File: src/verilog/cid_regs.vh
// constants for the instruction decode and execute core
`ifndef CID_REGS_VH
`define CID_REGS_VH

// data space map
`define CID_ADDR_ACC     8'hFF
`define CID_SHORT_HI     6'h20
`define CID_RESET_PC     12'h000

// opcode group, op[7:5]
`define CID_GRP_BNZ      3'h0
`define CID_GRP_BNC      3'h1
`define CID_GRP_BZ       3'h2
`define CID_GRP_BC       3'h3
`define CID_GRP_JMP      3'h4
`define CID_GRP_BIT      3'h5
`define CID_GRP_IND      3'h6
`define CID_GRP_DIR      3'h7

// memory operation, op[2:0] in indirect and direct forms
`define CID_OP_LDA       3'h0
`define CID_OP_STA       3'h1
`define CID_OP_ADD       3'h2
`define CID_OP_AND       3'h3
`define CID_OP_CMP       3'h4
`define CID_OP_SUB       3'h5
`define CID_OP_INC       3'h6
`define CID_OP_DEC       3'h7

// immediate forms reuse the codes above, with these in place of codes 1, 6 and 7
`define CID_IMM_LDR      3'h1
`define CID_IMM_CLR      3'h6
`define CID_IMM_RSV      3'h7

// inherent accumulator forms, op[2:0]
`define CID_INH_COM      3'h0
`define CID_INH_RLC      3'h1
`define CID_INH_SLA      3'h2
`define CID_INH_CLRA     3'h3

// short direct operation, op[3:2]
`define CID_SD_LDA       2'h0
`define CID_SD_STA       2'h1
`define CID_SD_INC       2'h2
`define CID_SD_DEC       2'h3

// bit group operation, op[4:3]
`define CID_BIT_SET      2'h0
`define CID_BIT_CLR      2'h1
`define CID_BIT_TBC      2'h2
`define CID_BIT_TBS      2'h3

// cycle counts and lengths
`define CID_CYC_BRANCH   3'h2
`define CID_CYC_STD      3'h4
`define CID_CYC_BTST     3'h5
`define CID_BTST_BASE    12'h002
`define CID_STACK_LAST   3'h5

`endif

File: src/verilog/cid_core.v
// instruction decode and execute core
`timescale 1ns/100ps
`default_nettype none
`include "cid_regs.vh"

module cid_core (
  input  wire        CLK_I,
  input  wire        RST_N_I,
  output wire [11:0] PM_ADDR_O,
  input  wire [7:0]  PM_DATA_I,
  output wire [7:0]  DS_ADDR_O,
  output wire        DS_RD_O,
  input  wire [7:0]  DS_RDATA_I,
  output wire        DS_WE_O,
  output wire [7:0]  DS_WDATA_O,
  output wire [11:0] PC_O,
  output wire [7:0]  ACC_O,
  output wire        ZERO_O,
  output wire        CARRY_O,
  output wire        DONE_O
);

  reg  [11:0] pc_reg;
  reg  [11:0] fetch_reg;
  reg  [2:0]  cyc_reg;
  reg  [7:0]  op_reg;
  reg  [7:0]  b2_reg;
  reg  [7:0]  b3_reg;
  reg  [7:0]  acc_reg;
  reg         z_reg;
  reg         c_reg;
  reg  [7:0]  ds_addr_reg;
  reg         ds_rd_reg;
  reg         ds_we_reg;
  reg  [7:0]  ds_wdata_reg;
  reg         done_reg;
  reg  [11:0] stack_mem [0:5];
  reg  [2:0]  sp_reg;
  wire [7:0]  sreg [0:3];

  // combinational execute results
  reg  [7:0]  acc_next;
  reg         z_next;
  reg         c_next;
  reg  [11:0] pc_next;
  reg         wr_req;
  reg  [7:0]  wr_data;
  reg         push;
  reg  [7:0]  src;
  reg  [2:0]  sub;
  reg  [8:0]  sum;
  reg  [8:0]  diff;
  reg         bitval;
  reg  [7:0]  mask;
  wire [2:0]  grp   = op_reg[7:5];
  wire [2:0]  tot   = cid_cycles(op_reg);
  wire        exec  = (cyc_reg != 3'h0) && (cyc_reg == tot - 3'h1);
  wire        addrc = (cyc_reg != 3'h0) && (cyc_reg == tot - 3'h2);
  wire [7:0]  daddr = cid_daddr(op_reg, b2_reg, sreg[0], sreg[1]);
  wire        hit   = cid_internal(ds_addr_reg);
  // internal registers answer locally so the pointers are usable next cycle
  wire [7:0]  opd   = !hit ? DS_RDATA_I :
                      (ds_addr_reg == `CID_ADDR_ACC) ? acc_reg : sreg[ds_addr_reg[1:0]];
  wire        imm   = (grp == `CID_GRP_DIR) && !op_reg[4] && op_reg[3];
  wire        inh   = (grp == `CID_GRP_IND) && op_reg[3];
  wire [11:0] pc_seq = pc_reg + {10'h000, cid_bytes(op_reg)};
  wire        take  = ((op_reg[5] ? c_reg : z_reg) == op_reg[6]);
  // cycles per instruction
  function [2:0] cid_cycles;
    input [7:0] op;
    begin
      case (op[7:5])
        `CID_GRP_BNZ, `CID_GRP_BNC, `CID_GRP_BZ, `CID_GRP_BC: cid_cycles = `CID_CYC_BRANCH;
        `CID_GRP_BIT: cid_cycles = op[4] ? `CID_CYC_BTST : `CID_CYC_STD;
        default: cid_cycles = `CID_CYC_STD;
      endcase
    end
  endfunction
  // encoded length in bytes
  function [1:0] cid_bytes;
    input [7:0] op;
    begin
      case (op[7:5])
        `CID_GRP_BNZ, `CID_GRP_BNC, `CID_GRP_BZ, `CID_GRP_BC: cid_bytes = 2'h1;
        `CID_GRP_JMP: cid_bytes = 2'h2;
        `CID_GRP_BIT: cid_bytes = op[4] ? 2'h3 : 2'h2;
        `CID_GRP_IND: cid_bytes = (op[3] && (op[2:0] == `CID_INH_SLA || op[2:0] == `CID_INH_CLRA)) ?
                                  2'h2 : 2'h1;
        default: cid_bytes = op[4] ? 2'h1 :
            (op[3] && (op[2:0] == `CID_IMM_LDR || op[2:0] == `CID_IMM_CLR)) ? 2'h3 : 2'h2;
      endcase
    end
  endfunction
  // data space address of the operand
  function [7:0] cid_daddr;
    input [7:0] op;
    input [7:0] b2;
    input [7:0] ptr_a;
    input [7:0] ptr_b;
    begin
      case (op[7:5])
        `CID_GRP_IND: cid_daddr = op[3] ? `CID_ADDR_ACC : (op[4] ? ptr_b : ptr_a);
        `CID_GRP_DIR: cid_daddr = op[4] ? {`CID_SHORT_HI, op[1:0]} :
            (op[3] && op[2:0] != `CID_IMM_LDR && op[2:0] != `CID_IMM_CLR) ? `CID_ADDR_ACC : b2;
        default: cid_daddr = b2;
      endcase
    end
  endfunction

  function cid_internal;
    input [7:0] a;
    begin
      cid_internal = (a[7:2] == `CID_SHORT_HI) || (a == `CID_ADDR_ACC);
    end
  endfunction

  always @* begin
    acc_next = acc_reg;
    z_next   = z_reg;
    c_next   = c_reg;
    pc_next  = pc_seq;
    wr_req   = 1'b0;
    wr_data  = 8'h00;
    push     = 1'b0;
    src      = imm ? b2_reg : opd;
    sub      = op_reg[2:0];
    sum      = {1'b0, acc_reg} + {1'b0, src};
    diff     = {1'b0, acc_reg} - {1'b0, src};
    bitval   = opd[op_reg[2:0]];
    mask     = 8'h01 << op_reg[2:0];
    case (grp)
      `CID_GRP_BNZ, `CID_GRP_BNC, `CID_GRP_BZ, `CID_GRP_BC: begin
        if (take) begin
          // forward reaches +1..+16, backward 0..-15
          pc_next = op_reg[4] ? pc_reg - {8'h00, op_reg[3:0]} :
                    pc_reg + 12'h001 + {8'h00, op_reg[3:0]};
        end
      end
      `CID_GRP_JMP: begin
        pc_next = {op_reg[3:0], b2_reg};
        push    = op_reg[4];
      end
      `CID_GRP_BIT: begin
        case (op_reg[4:3])
          `CID_BIT_SET: begin
            wr_req  = 1'b1;
            wr_data = opd | mask;
          end
          `CID_BIT_CLR: begin
            wr_req  = 1'b1;
            wr_data = opd & ~mask;
          end
          default: begin
            c_next = bitval;
            if (bitval == op_reg[3])
              pc_next = pc_reg + `CID_BTST_BASE + {{4{b3_reg[7]}}, b3_reg};
          end
        endcase
      end
      default: begin
        if (inh) begin
          case (sub)
            `CID_INH_COM: begin
              acc_next = ~acc_reg;
              c_next   = acc_reg[7];
            end
            `CID_INH_RLC: {c_next, acc_next} = {acc_reg, c_reg};
            `CID_INH_SLA: {c_next, acc_next} = {acc_reg, 1'b0};
            `CID_INH_CLRA: begin
              acc_next = 8'h00;
              c_next   = 1'b0;
            end
            default: acc_next = acc_reg;
          endcase
          if (sub[2] == 1'b0)
            z_next = (acc_next == 8'h00);
        end else if (imm && (sub == `CID_IMM_LDR || sub == `CID_IMM_CLR || sub == `CID_IMM_RSV)) begin
          wr_req  = (sub != `CID_IMM_RSV);
          wr_data = (sub == `CID_IMM_LDR) ? b3_reg : 8'h00;
        end else begin
          // short codes 0..3 land on load, store, inc 6 and dec 7
          if (grp == `CID_GRP_DIR && op_reg[4])
            sub = {op_reg[3], op_reg[3], op_reg[2]};
          case (sub)
            `CID_OP_LDA: begin
              acc_next = src;
              z_next   = (src == 8'h00);
            end
            `CID_OP_STA: begin
              wr_req  = 1'b1;
              wr_data = acc_reg;
              z_next  = (acc_reg == 8'h00);
            end
            `CID_OP_ADD: begin
              acc_next = sum[7:0];
              c_next   = sum[8];
              z_next   = (sum[7:0] == 8'h00);
            end
            `CID_OP_AND: begin
              acc_next = acc_reg & src;
              c_next   = 1'b0;
              z_next   = ((acc_reg & src) == 8'h00);
            end
            `CID_OP_CMP: begin
              c_next = diff[8];
              z_next = (diff[7:0] == 8'h00);
            end
            `CID_OP_SUB: begin
              acc_next = diff[7:0];
              c_next   = diff[8];
              z_next   = (diff[7:0] == 8'h00);
            end
            default: begin
              wr_req  = 1'b1;
              wr_data = (sub == `CID_OP_INC) ? opd + 8'h01 : opd - 8'h01;
              z_next  = (wr_data == 8'h00);
            end
          endcase
        end
      end
    endcase
  end

  // short direct registers, pointers at the first two slots
  genvar gi;
  generate
    for (gi = 0; gi < 4; gi = gi + 1) begin : g_sreg
      reg [7:0] val_reg;
      always @(posedge CLK_I or negedge RST_N_I) begin
        if (!RST_N_I)
          val_reg <= 8'h00;
        else if (exec && wr_req && ds_addr_reg == {`CID_SHORT_HI, gi[1:0]})
          val_reg <= wr_data;
      end
      assign sreg[gi] = val_reg;
    end
  endgenerate

  always @(posedge CLK_I or negedge RST_N_I) begin
    if (!RST_N_I) begin
      pc_reg       <= `CID_RESET_PC;
      fetch_reg    <= `CID_RESET_PC;
      cyc_reg      <= 3'h0;
      op_reg       <= 8'h00;
      b2_reg       <= 8'h00;
      b3_reg       <= 8'h00;
      acc_reg      <= 8'h00;
      z_reg        <= 1'b0;
      c_reg        <= 1'b0;
      ds_addr_reg  <= 8'h00;
      ds_rd_reg    <= 1'b0;
      ds_we_reg    <= 1'b0;
      ds_wdata_reg <= 8'h00;
      done_reg     <= 1'b0;
      sp_reg       <= 3'h0;
    end else begin
      ds_rd_reg <= 1'b0;
      ds_we_reg <= 1'b0;
      done_reg  <= exec;
      if (cyc_reg == 3'h0) begin
        op_reg    <= PM_DATA_I;
        cyc_reg   <= 3'h1;
        fetch_reg <= fetch_reg + 12'h001;
      end else begin
        if (cyc_reg == 3'h1)
          b2_reg <= PM_DATA_I;
        if (cyc_reg == 3'h2)
          b3_reg <= PM_DATA_I;
        if (addrc) begin
          ds_addr_reg <= daddr;
          ds_rd_reg   <= !cid_internal(daddr) && grp != `CID_GRP_JMP;
        end
        if (exec) begin
          cyc_reg   <= 3'h0;
          pc_reg    <= pc_next;
          fetch_reg <= pc_next;
          z_reg     <= z_next;
          c_reg     <= c_next;
          // accumulator as a direct destination takes the written byte
          acc_reg   <= (wr_req && ds_addr_reg == `CID_ADDR_ACC) ? wr_data : acc_next;
          // external write lands during the next fetch, before any later read
          ds_we_reg    <= wr_req && !hit;
          ds_wdata_reg <= wr_data;
          if (push) begin
            stack_mem[sp_reg] <= pc_seq;
            // overflow wraps and overwrites the oldest entry
            sp_reg <= (sp_reg == `CID_STACK_LAST) ? 3'h0 : sp_reg + 3'h1;
          end
        end else begin
          cyc_reg   <= cyc_reg + 3'h1;
          fetch_reg <= fetch_reg + 12'h001;
        end
      end
    end
  end

  assign PM_ADDR_O  = fetch_reg;
  assign DS_ADDR_O  = ds_addr_reg;
  assign DS_RD_O    = ds_rd_reg;
  assign DS_WE_O    = ds_we_reg;
  assign DS_WDATA_O = ds_wdata_reg;
  assign PC_O       = pc_reg;
  assign ACC_O      = acc_reg;
  assign ZERO_O     = z_reg;
  assign CARRY_O    = c_reg;
  assign DONE_O     = done_reg;

endmodule

`default_nettype wire

File: config.mk
export PLATFORM = sky130hd
export DESIGN_NAME = cid_core
export DESIGN_NICKNAME = d
export VERILOG_FILES = /design/src/verilog/cid_core.v
export VERILOG_INCLUDE_DIRS = /design/src /design/src/verilog
export SDC_FILE = /design/constraint.sdc
export NUM_CORES = 1
export LEC_CHECK = 0
export BUFFER_PORTS_ARGS = -buffer_cell sky130_fd_sc_hd__buf_2
export CORE_UTILIZATION = 55
export DETAILED_ROUTE_END_ITERATION = 12
export GPL_ROUTABILITY_DRIVEN = 0
export GPL_TIMING_DRIVEN = 0
export HOLD_SLACK_MARGIN = 0.12
export PLACE_DENSITY = 0.74
export SLEW_MARGIN = 15
export SYNTH_ARGS = -nofsm -noshare
export SYNTH_HDL_FRONTEND = slang
export SYNTH_SLANG_ARGS = --single-unit
File: constraint.sdc
create_clock -name CLK_I -period 4.99 [get_ports CLK_I]
set_input_delay 0.998 -clock CLK_I [delete_from_list [all_inputs] [get_ports CLK_I]]
set_output_delay 0.998 -clock CLK_I [all_outputs]
set_load 0.03 [all_outputs]
==> results.md <==
- The run finished, with violations left.
- The checks that failed: design-rule violations.
- The initial utilization of the core area, before any placement, comes to 56.4%.
- At the end of the flow, the number of nets in the layout was 1421.
- The detail-routed net length per standard cell is 22.8 um.
- Setup repair after global routing left no endpoint under its margin.
- The fraction of the cycle the final worst path needs is 93.8%.
- Setup violations remaining at the end of the flow were counted as 0.
- The die span in y is 138 um.
- CTS built an H-tree with a depth of 3.
- In the layout the commonest cells are 134 x sky130_fd_sc_hd__nand2_1, 112 x sky130_fd_sc_hd__dfrtp_1, 108 x sky130_fd_sc_hd__nor2_1.
- Counting every sink on the clock net gives 112.
- Buffers placed on the I/O ports in this run total 70.
- The critical path is of the reg -> reg type.
- The number of fill cells is 1620.
- After synthesis, the share of flip-flops with an asynchronous set or reset is 100%.
- For the pin with the worst max-slew slack, the measured transition is 1.16 ns.
- The total global-route track usage is 38.2%.
- The fmax is 214 MHz.
- Along the worst path, the maximum fanout reaches 13.
- After the first detailed-routing iteration, the DRC count stood at 1587.
- The main flop type after synthesis is sky130_fd_sc_hd__dfrtp_1.
- Across all layers, the routed design uses 10900 vias.
- The classification of the worst-slack hold path is in -> async.
- The largest total area in the synthesized netlist belongs to sky130_fd_sc_hd__dfrtp_1.
- The number of top-level pins is 71.
- The area inside the core boundary is 18100 um^2.
- Ranked by total cell area, the synthesized netlist is headed by sky130_fd_sc_hd__dfrtp_1 27%, sky130_fd_sc_hd__ha_1 7.0%, sky130_fd_sc_hd__nand2_1 4.9%, sky130_fd_sc_hd__o21ai_0 4.9%, sky130_fd_sc_hd__nor2_1 4.0%.
- In this run the tightest slew margin relative to its limit is 22.9%.
- The worst-skew pair later-pin latency is 0.38 ns.
- The remaining antenna violation count is 0.
- In this run the horizontal extent of the chip is 138 um.
- The post-DP HPWL is 27.3 mm.
- The number of distinct standard cells referenced by the synthesized netlist is 81.
- The share of the Yosys chip area taken by registers is 27.5%.
- The arrival time reported for the critical path endpoint is 4.96 ns.
- The area growth from synthesis to layout is 10.1%.
- The critical path launch point type is a flip-flop.
- For the final routed database, the setup TNS stands at 0 ns.
- The total overflow reported by the global router is 0.
- The number of global-route vias before repair came to 10200.
- The cell count after synthesis came out at 1259.
- The TritonCTS clock tree is built.
- After detailed routing, the number of vias per cell comes to 6.88.
- The proportion of netlist area held by the largest area contributor is 27.5%.
- The fraction of final layout cells sized beyond drive strength 1 is 11.7%.
- Row generation in the floorplan step produced 49 rows.
- At the worst endpoint, the required time is 5.26 ns.
- Summing every instance area after synthesis gives 10200 um^2.
- The initial antenna violation count was 1.
- Counting every net in the synthesized netlist gives 1339.
- The number of flip-flops under the largest register name is 32.
- The most frequent standard cell in the layout excluding fill and tap cells is sky130_fd_sc_hd__nand2_1.
- Counting flops with a built-in enable in the synthesized netlist gives 0.
- Entering global routing, the biggest net connects 82 pins.
- Averaged over all synthesized cells, the footprint is 8.11 um^2.
- The final period demand of the worst path is 4.68 ns.
- The total of flip-flops plus latches after synthesis is 112.
- The count of hold-fix buffers inserted at cts is 0.
- The buffer depth of the longest clock path is 2.
- The final-report max-slew violation count is 0.
- The type of element capturing the critical path is a flip-flop.
- The first global-routing pass estimated 56.9 mm of wire.
- The clock arrives with 0.0166 ns of skew.
- After clock tree synthesis, the clock-pin slew on the worst setup and hold paths is 0.10 ns.
- The die covers 19100 um^2.
- The max-cap check violation count is 0.
- The root buffer selected by CTS is sky130_fd_sc_hd__clkbuf_16.
- The count of endpoints failing hold in the final timing report is 0.
- The number of buffers created by CTS is 9.
- Yosys printed 0 warnings.
- The wire length reported by the detailed router is 36.0 mm.
- The number of search-and-repair iterations in the first detailed-routing pass is 11.
- The detailed-route DRC error count is 6.
## synthesized netlist by cell type (24+ instances only)
master and instances:
sky130_fd_sc_hd__o21ai_0 99, sky130_fd_sc_hd__ha_1 57, sky130_fd_sc_hd__nor3_1 27, sky130_fd_sc_hd__inv_1 51
sky130_fd_sc_hd__nand2_1 134, sky130_fd_sc_hd__mux2i_1 24, sky130_fd_sc_hd__nand3_1 35, sky130_fd_sc_hd__clkbuf_1 62
sky130_fd_sc_hd__dfrtp_1 112, sky130_fd_sc_hd__a21oi_1 78, sky130_fd_sc_hd__nor2_1 108, sky130_fd_sc_hd__xnor2_1 36
## worst max-delay path: stages, from the launching register on
cell	delay, ns
sky130_fd_sc_hd__dfrtp_1	0.39
sky130_fd_sc_hd__buf_2	0.23
sky130_fd_sc_hd__nand4_1	0.44
sky130_fd_sc_hd__nor3_1	0.49
sky130_fd_sc_hd__or2_2	0.25
sky130_fd_sc_hd__inv_2	0.13
sky130_fd_sc_hd__xnor2_1	0.15
sky130_fd_sc_hd__ha_1	0.26
sky130_fd_sc_hd__nor3_1	0.22
sky130_fd_sc_hd__a21boi_0	0.13
sky130_fd_sc_hd__xnor2_1	0.15
sky130_fd_sc_hd__a221o_1	0.32
sky130_fd_sc_hd__a32oi_1	0.91
sky130_fd_sc_hd__o22ai_1	0.18
sky130_fd_sc_hd__mux2_2	0.31
## final timing paths
path	from	end	slack [ns]	cells after the start
worst max-delay path	op_reg[7]$_DFFE_PN0P_	ACC_O[2]$_DFFE_PN0P_	0.31	14
worst min-delay path	RST_N_I	PC_O[9]$_DFFE_PN0P_	0.49	1
worst max register to register	op_reg[7]$_DFFE_PN0P_	ACC_O[2]$_DFFE_PN0P_	0.31	14
worst min register to register	g_sreg[2].val_reg[6]$_DFFE_PN0P_	g_sreg[2].val_reg[6]$_DFFE_PN0P_	0.50	2
max in group asynchronous	RST_N_I	ACC_O[6]$_DFFE_PN0P_	3.79	2
min in group CLK_I	g_sreg[2].val_reg[6]$_DFFE_PN0P_	g_sreg[2].val_reg[6]$_DFFE_PN0P_	0.50	2
## layer usage
| layer | wire length, um | up-vias | GRT usage (%) |
|---|---|---|---|
| met3 | 4460 | 164 | 11.1 |
| met2 | 15100 | 745 | 55.5 |
| met4 | 1630 | 0 | 17.5 |
| li1 | - | 4839 | - |
| met5 | 0 | - | 0 |
| met1 | 14900 | 5102 | 52.7 |
## what timing repair did
| item | CTS | global route |
|---|---|---|
| setup buffers | 0 | 0 |
| endpoints found under the setup margin | 0 | 10 |
| gates resized for setup | 0 | 13 |
## per-stage QoR
step | cells | instance area, um^2 | setup WS (ns) | utilization (%) | hold slack (ns)
finish | 1576 | 11200 | 0.307 | 62.1 | 0.488
global route | 1576 | 11200 | 0.0571 | 62.1 | 0.509
CTS | 1575 | 11200 | 0.0489 | 61.9 | 0.493
detailed placement | 1559 | 10900 | 0.139 | 60.1 | 0.472
global placement | 1558 | 10800 | 0.206 | 59.9 | 0.461
floorplan | 1259 | 10200 | 1.03 | - | 0.445
## area by class of cell
cell class | count | area [um^2] | share of cell area (%)
well taps | 229 | 287 | 2.55
clock inverters | 7 | 91.3 | 0.813
repair buffers | 71 | 384 | 3.42
diodes | 1 | 2.50 | 0.0223
flip-flops and latches | 112 | 2800 | 24.9
plain buffers | 80 | 334 | 2.97
clock buffers | 9 | 225 | 2.00
inverters | 57 | 214 | 1.90
multi-input cells | 1010 | 6890 | 61.4
## kinds of logic after synthesis
group,Yosys count,synth area share [%]
flops,112,27.5
fa+ha+maj,62,7.97
compound gates,391,26.4
buf+inv,137,5.32
xor+xnor,58,4.98
simple gates,444,21.2
mux,55,6.66
Power is not shown: default switching activity piles up to over one toggle a cycle in this logic, so the estimate is an artifact.
